### config.mk
export PLATFORM = sky130hd
export DESIGN_NAME = can_error_arb_capture
export DESIGN_NICKNAME = d
export VERILOG_FILES = /design/src/rtl/can_capture_pkg.sv /design/src/rtl/can_error_arb_capture.sv
export SDC_FILE = /design/constraint.sdc
export NUM_CORES = 1
export LEC_CHECK = 0
export ABC_CLOCK_PERIOD_IN_PS = 1940
export BUFFER_PORTS_ARGS = -buffer_cell sky130_fd_sc_hd__buf_2
export CORE_MARGIN = 2
export CORE_UTILIZATION = 51
export CTS_BUF_LIST = sky130_fd_sc_hd__clkbuf_8
export DETAILED_ROUTE_END_ITERATION = 12
export GPL_TIMING_DRIVEN = 0
export MAX_ROUTING_LAYER = met4
export PLACE_DENSITY = 0.82
export SYNTH_ARGS = -nofsm -noshare
export SYNTH_HDL_FRONTEND = slang
export SYNTH_SLANG_ARGS = --single-unit
### constraint.sdc
create_clock -name mclk -period 1.94 [get_ports mclk]
set_input_delay 0 -clock mclk [delete_from_list [all_inputs] [get_ports mclk]]
set_output_delay 0 -clock mclk [all_outputs]
set_load 0.01 [all_outputs]
### src/rtl/can_capture_pkg.sv
// Shared constants and carriers for the CAN error and arbitration capture block.
// Assumes an APB master with 32-bit data and a CAN protocol core that reports events as one-cycle pulses.
package can_capture_pkg;

   localparam logic [11:0] CAPTURE_OFFSET = 12'h000;
   localparam logic [11:0] COUNTER_OFFSET = 12'h004;
   localparam logic [11:0] CONTROL_OFFSET = 12'h008;
   localparam logic [11:0] STATUS_OFFSET = 12'h00C;

   localparam int ERR_BYTE_LSB = 0;
   localparam int ARB_BYTE_LSB = 8;
   localparam int ERR_NEW_BIT = 16;
   localparam int ARB_NEW_BIT = 17;
   localparam int TX_COUNT_LSB = 0;
   localparam int RX_COUNT_LSB = 8;
   localparam int CTRL_COMM_BIT = 0;

   localparam logic [4:0] SEG_NONE = 5'h00;
   localparam logic [4:0] SEG_ID28_21 = 5'h02;
   localparam logic [4:0] SEG_OVERLOAD = 5'h1C;
   localparam logic DIR_TX = 1'h0;
   localparam logic DIR_RX = 1'h1;
   localparam logic [1:0] TYPE_BIT = 2'h0;
   localparam logic [1:0] TYPE_FORM = 2'h1;
   localparam logic [1:0] TYPE_STUFF = 2'h2;
   localparam logic [1:0] TYPE_OTHER = 2'h3;
   localparam logic [4:0] ARB_POS_EXT_RTR = 5'h1F;

   localparam logic [7:0] COUNT_MAX = 8'hFF;
   localparam logic [7:0] COUNT_RESET = 8'h00;
   localparam logic [31:0] WORD_ZERO = 32'h0000_0000;

   // Error code byte: type in 7:6, direction in 5, segment in 4:0.
   typedef struct packed {
      logic [1:0] errorType;
      logic direction;
      logic [4:0] errorSegment;
   } errorCode_s;

   typedef struct packed {
      logic valid;
      errorCode_s code;
   } errorEvent_s;

   typedef struct packed {
      logic valid;
      logic [4:0] arbLostPosition;
   } arbEvent_s;

endpackage : can_capture_pkg

### src/rtl/can_error_arb_capture.sv
// Error code and arbitration-lost capture with its APB register slave.
// Assumes event pulses synchronous to mclk from the CAN protocol core and a single APB master.
//
// Decided for this implementation: the placing of the registers and the APB register port.
`timescale 1ns/1ps

module can_error_arb_capture (
   input wire logic mclk, // 125 MHz system clock
   input wire logic reset_n, // asynchronous reset, active low
   input wire logic psel, // APB select
   input wire logic penable, // APB access phase
   input wire logic pwrite, // APB write when high
   input wire logic [11:0] paddr, // APB byte address
   input wire logic [31:0] pwdata, // APB write data
   output logic [31:0] prdata, // APB read data
   output logic pready, // APB transfer done
   output logic pslverr, // APB error for unmapped address
   input wire can_capture_pkg::errorEvent_s busError, // bus error pulse with its code
   input wire can_capture_pkg::arbEvent_s arbLost, // arbitration loss pulse with bit position
   output logic commActive // communication running
);

   logic rstSync1_q;
   logic rstSync2_q;
   logic rstN;

   always_ff @(posedge mclk or negedge reset_n) begin
      if (!reset_n) begin
         rstSync1_q <= 1'b0;
         rstSync2_q <= 1'b0;
      end else begin
         rstSync1_q <= 1'b1;
         rstSync2_q <= rstSync1_q;
      end
   end

   assign rstN = rstSync2_q;

   // Bus decode.
   logic accessPhase;
   logic completing;
   logic hitCapture;
   logic hitCounter;
   logic hitControl;
   logic hitStatus;
   logic hitAny;
   logic captureRead;
   logic controlWrite;

   assign accessPhase = psel & penable;
   assign completing = accessPhase & pready;
   assign hitCapture = paddr == can_capture_pkg::CAPTURE_OFFSET;
   assign hitCounter = paddr == can_capture_pkg::COUNTER_OFFSET;
   assign hitControl = paddr == can_capture_pkg::CONTROL_OFFSET;
   assign hitStatus = paddr == can_capture_pkg::STATUS_OFFSET;
   assign hitAny = hitCapture | hitCounter | hitControl | hitStatus;
   assign captureRead = completing & ~pwrite & hitCapture;
   assign controlWrite = completing & pwrite & hitControl;

   // Communication enable; a 0 to 1 write starts a fresh session.
   logic comm_q;
   logic comm_d;
   logic commStart;

   assign comm_d = controlWrite ? pwdata[can_capture_pkg::CTRL_COMM_BIT] : comm_q;
   assign commStart = comm_d & ~comm_q;

   always_ff @(posedge mclk or negedge rstN) begin
      if (!rstN) begin
         comm_q <= 1'b0;
      end else begin
         comm_q <= comm_d;
      end
   end

   // Events only count once communication runs.
   logic errSeen;
   logic arbSeen;

   // Segment zero never records an error.
   assign errSeen = comm_q & busError.valid & (busError.code.errorSegment != can_capture_pkg::SEG_NONE);
   assign arbSeen = comm_q & arbLost.valid;

   // The flags clear on a read only if the snapshot handed to the host showed them set; a comm start also clears them.
   // A record latched after the snapshot therefore stays new and is not lost.
   logic errShown_q;
   logic arbShown_q;
   logic errClear;
   logic arbClear;

   assign errClear = captureRead & errShown_q;
   assign arbClear = captureRead & arbShown_q;

   // Error record.
   can_capture_pkg::errorCode_s errCode_q;
   can_capture_pkg::errorCode_s errCode_d;
   logic errNew_q;
   logic errNew_d;
   logic errTake;

   assign errTake = errSeen & (~errNew_q | errClear);
   // Direction and type copied as coded.
   assign errCode_d = commStart ? '0 : (errTake ? busError.code : errCode_q);
   // Set while unreported; fields kept after clear.
   assign errNew_d = commStart ? 1'b0 : (errTake | (errNew_q & ~errClear));

   always_ff @(posedge mclk or negedge rstN) begin
      if (!rstN) begin
         errCode_q <= '0;
         errNew_q <= 1'b0;
      end else begin
         errCode_q <= errCode_d;
         errNew_q <= errNew_d;
      end
   end

   // Arbitration record.
   logic [4:0] arbPos_q;
   logic [4:0] arbPos_d;
   logic arbNew_q;
   logic arbNew_d;
   logic arbTake;

   assign arbTake = arbSeen & (~arbNew_q | arbClear);
   assign arbPos_d = commStart ? 5'h00 : (arbTake ? arbLost.arbLostPosition : arbPos_q);
   assign arbNew_d = commStart ? 1'b0 : (arbTake | (arbNew_q & ~arbClear));

   always_ff @(posedge mclk or negedge rstN) begin
      if (!rstN) begin
         arbPos_q <= 5'h00;
         arbNew_q <= 1'b0;
      end else begin
         arbPos_q <= arbPos_d;
         arbNew_q <= arbNew_d;
      end
   end

   // Error counters saturate rather than wrap, so a flood of errors cannot look like a clean bus.
   logic [7:0] txCount_q;
   logic [7:0] rxCount_q;
   logic [7:0] txCount_d;
   logic [7:0] rxCount_d;
   logic txBump;
   logic rxBump;

   function automatic logic [7:0] bumpCount(input logic [7:0] value, input logic bump);
      if (bump && value != can_capture_pkg::COUNT_MAX) begin
         bumpCount = value + 8'h01;
      end else begin
         bumpCount = value;
      end
   endfunction : bumpCount

   assign txBump = errSeen & (busError.code.direction == can_capture_pkg::DIR_TX);
   assign rxBump = errSeen & (busError.code.direction == can_capture_pkg::DIR_RX);
   assign txCount_d = commStart ? can_capture_pkg::COUNT_RESET : bumpCount(txCount_q, txBump);
   assign rxCount_d = commStart ? can_capture_pkg::COUNT_RESET : bumpCount(rxCount_q, rxBump);

   always_ff @(posedge mclk or negedge rstN) begin
      if (!rstN) begin
         txCount_q <= can_capture_pkg::COUNT_RESET;
         rxCount_q <= can_capture_pkg::COUNT_RESET;
      end else begin
         txCount_q <= txCount_d;
         rxCount_q <= rxCount_d;
      end
   end

   // Read data assembly; reserved bits read as zero.
   logic [31:0] captureWord;
   logic [31:0] counterWord;
   logic [31:0] controlWord;
   logic [31:0] statusWord;
   logic [31:0] readMux;

   always_comb begin
      captureWord = can_capture_pkg::WORD_ZERO;
      captureWord[can_capture_pkg::ERR_BYTE_LSB +: 8] = errCode_q;
      captureWord[can_capture_pkg::ARB_BYTE_LSB +: 5] = arbPos_q;
      captureWord[can_capture_pkg::ERR_NEW_BIT] = errNew_q;
      captureWord[can_capture_pkg::ARB_NEW_BIT] = arbNew_q;
   end

   always_comb begin
      counterWord = can_capture_pkg::WORD_ZERO;
      counterWord[can_capture_pkg::TX_COUNT_LSB +: 8] = txCount_q;
      counterWord[can_capture_pkg::RX_COUNT_LSB +: 8] = rxCount_q;
   end

   always_comb begin
      controlWord = can_capture_pkg::WORD_ZERO;
      controlWord[can_capture_pkg::CTRL_COMM_BIT] = comm_q;
      statusWord = can_capture_pkg::WORD_ZERO;
      statusWord[0] = comm_q;
      statusWord[1] = ~errNew_q;
      statusWord[2] = ~arbNew_q;
   end

   assign readMux = hitCapture ? captureWord :
                    hitCounter ? counterWord :
                    hitControl ? controlWord :
                    hitStatus ? statusWord : can_capture_pkg::WORD_ZERO;

   // One wait state: the word is sampled on the first access cycle, returned on the second.
   logic pready_q;
   logic pslverr_q;
   logic [31:0] prdata_q;
   logic snapEdge;

   assign snapEdge = accessPhase & ~pready_q;

   always_ff @(posedge mclk or negedge rstN) begin
      if (!rstN) begin
         pready_q <= 1'b0;
         pslverr_q <= 1'b0;
         prdata_q <= can_capture_pkg::WORD_ZERO;
      end else begin
         pready_q <= snapEdge;
         pslverr_q <= snapEdge & ~hitAny;
         prdata_q <= (snapEdge & ~pwrite) ? readMux : can_capture_pkg::WORD_ZERO;
      end
   end

   // Remember which new flags the host was shown, for the re-arm decision.
   always_ff @(posedge mclk or negedge rstN) begin
      if (!rstN) begin
         errShown_q <= 1'b0;
         arbShown_q <= 1'b0;
      end else if (snapEdge) begin
         errShown_q <= errNew_q;
         arbShown_q <= arbNew_q;
      end
   end

   assign pready = pready_q;
   assign pslverr = pslverr_q;
   assign prdata = prdata_q;
   assign commActive = comm_q;

endmodule : can_error_arb_capture

==> flow_summary_export.csv <==
group,metric,value,unit
run_status,status,"completed",
clock_tree,clk-insertion-delay-late,310,ps
finish,drive_gt1_share,33.3,%
clock_tree,tritoncts.num_buffers,5,
finish,leading_cell_type_in_the_layout_fill_and_taps_excluded,"buf_2",
power,swShare,23.2,%
routing,wl,5530,um
finish,design.final.nets,404,
routing,routed_wire_length_per_instance,13.5,um
yosys,synth_top_cell_area_share,53.1,%
worst_setup_path,critPathRequiredTime,2180,ps
worst_hold_path,hold_path_class,"input pin to register",
die,core_area,5040,sq um
power,ir_worst_vdd,0.352,mV
routing,drtPass1Iterations,4,
finish,area_growth_syn_to_layout,28.6,%
yosys,synth.ff_latch_count,56,
yosys,syn-mean-instance-area,10.8,sq um
clock_tree,clock_sinks,56,
placed_design,placedInstanceArea,3060,sq um
power,power,1.96,mW
global_routing,grt_resource_usage_total,20.9,%
yosys,post_synth_main_area_contributors,"dfrtp_1 53%, buf_4 4.5%, mux2_2 3.8%",
placed_design,gp_congestion,0.828,
timing,final.setup.tns,0,ps
global_routing,first_global_vias,2044,
timing,timing.fmax,530,MHz
worst_setup_path,critPathLaunchType,"register",
die,die_area,5770,sq um
yosys,portion_of_the_post_synthesis_area_used_by_sequential_elements,53.1,%
routing,drt_iter0_markers,176,
routing,drc,0,
routing,ant_nets,0,
timing,min_period_over_period,97.2,%
finish,fin_area,3400,sq um
global_routing,grt_first_pass_wirelength,9520,um
worst_setup_path,crit_startpoint,"txCount_q[0]",
die,die_width,76.0,um
global_routing,antenna_found_initial,0,
job,timing.max_cap.violations,0,
finish,nFillCells,377,
power,static-leakage-power,1.63,nW
clock_tree,clock_tree_from_tritoncts,"yes",
yosys,yosysWarnings,0,
die,floorplan.initialDensity,52.4,%
yosys,syn-cell-area,2640,sq um
timing,final_period_minus_worst_setup_slack,1890,ps
placed_design,placed_cells,381,
worst_setup_path,crit_fanout,5,
worst_setup_path,rr_startpoint,"txCount_q[0]",
finish,multi_input_area,1150,sq um
yosys,synth_top_area_cell,"dfrtp_1",
finish,antenna_cells,0,
worst_setup_path,worstSetupEndpointType,"register",
power,comb_power_share,7.2,%
timing,skew,7.00,ps
timing,setup_ws,54.9,ps
clock_tree,clk_transition_reported_paths,100,ps
clock_tree,cts-root-to-sink-buffers,2,
worst_hold_path,min_from,"busError[4]",
yosys,synthDistinctLibCells,41,
finish,final_core_util,67.3,%
timing,maxSlewHeadroom,61.7,%
clock_tree,ctsHtreeMaxLevel,2,
power,p_int,1.50,mW
finish,final_cell_mix,"56 x buf_2, 53 x dfrtp_1, 22 x nand2_1, 18 x buf_4, 18 x dlygate4sd3_1",
worst_setup_path,timing.reg2reg.setup_slack,50,ps
power,p_clk_share,32.4,%
worst_setup_path,worstSetupPathType,"register to register",
die,die_y,76.0,um
timing,setup_viol_count_final,0,
finish,register_area,1410,sq um
routing,via_per_inst,5.03,
global_routing,global_route.overflow_total,0,
placed_design,post-dp-hpwl,4020,um
routing,dr_total_vias,2056,
worst_setup_path,arrival,2130,ps
clock_tree,cts_root_buf,"clkbuf_8",
power,p_per_area,577,nW/um^2
global_routing,grt_max_degree,29,
timing,hold_slack,16.8,ps
die,i_o_pin_cnt,99,
timing,timing_worst_slew_pin_value,575,ps
placed_design,dp_worst_setup_slack,-29.9,ps
timing,drv_slew,0,
placed_design,io_buffer_count,52,
power,p_seq_share,60.4,%
die,floorplan.rows,26,
power,switching_power,0.456,mW
finish,layoutNonFillerInstCount,409,
timing,hold_viol,0,
yosys,synthesis.instances,245,
flip-flops by register name, indices dropped and copies added (netlist names):
| signal | cells |
|---|---|
| prdata | 18 |
| rxCount_q | 8 |
| pslverr | 1 |
| commActive | 1 |
| rstSync1_q | 1 |
| errNew_q | 1 |
| arbNew_q | 1 |
| arbPos_q | 5 |
| pready | 1 |
| errShown_q | 1 |
| rstN | 1 |
| txCount_q | 8 |
| arbShown_q | 1 |
| captureWord | 8 |
critical path, cell delays in order, from the launching register on:
cell and delay (ps):
dfrtp_2 460, ha_4 190, nand2_1 60, nor3_1 90, or4_4 520, or3_4 380
a21oi_2 120
Yosys cell counts (all sizes together):
library cell and instances:
a21oi 5, a22o 10, a32oi 1, a41oi 1
and2 4, and3 2, and4b 2, buf 22
clkbuf 3, conb 2, dfrtp 56, ha 2
inv 4, mux2 9, mux2i 2, nand2 22
nand2b 6, nand3 7, nand3b 2, nand4 4
nor2 16, nor2b 10, nor3 8, nor3b 1
nor4 9, nor4b 2, o2111ai 3, o211ai 1
o21ai 13, o22ai 1, o32a 1, or3 2
or4 2, xnor2 10
layer usage:
metal	global-route usage (%)	up-vias	wire, um
met4	5.64	0	83
met2	35.1	56	2820
met1	26.0	978	2380
met3	4.17	7	249
met5	-	-	0
li1	-	1015	-
path summary, 6_finish.rpt:
| path | to | cells past startpoint |
|---|---|---|
| setup / recovery | txCount_q[7] | 6 |
| hold / removal | captureWord[4] | 2 |
| setup reg to reg | txCount_q[7] | 6 |
| hold reg to reg | arbPos_q[4] | 0 |
| max in group asynchronous | txCount_q[1] | 1 |
| min in group asynchronous | arbPos_q[4] | 0 |
area by class of cell:
class,count,area share [%]
Sequential cell,56,41.4
Multi-Input combinational cell,173,33.8
Timing Repair Buffer,73,14.0
Buffer,25,5.05
Tap cell,70,2.58
Clock buffer,5,2.03
Clock inverter,3,0.700
Inverter,4,0.442
power by group through the flow:
stage	clock network (mW)	registers, mW	logic, mW
after floorplan	0	1.21	0.0484
after detailed placement	0	1.21	0.111
after CTS	0.649	1.19	0.139
after global routing	0.696	1.19	0.155
final	0.635	1.18	0.140
after global placement	0	1.22	0.0944
timing repair:
item / in CTS / in global routing
gates resized for setup: 2 / 13
endpoints found under the hold margin: 17 / 0
endpoints found under the setup margin: 7 / 31
buffers inserted: 0 / 2
gates cloned: 0 / 0
hold buffers: 18 / 0
pin swaps: 1 / 0
cells by family (layout without fill, tap and decap cells):
logic type      count (synthesis)  in the layout  synth area share [%]
simple gates                   99             99                  21.1
flops                          56             56                  53.1
compound gates                 36             36                  9.81
buf+inv                        29            110                  6.92
mux                            11             11                  4.60
xor+xnor                       10             10                  3.32
fa+ha+maj                       2              2                 0.947
other cells                     2             15                 0.284
No activity file was read; power rests on OpenSTA's default activity.
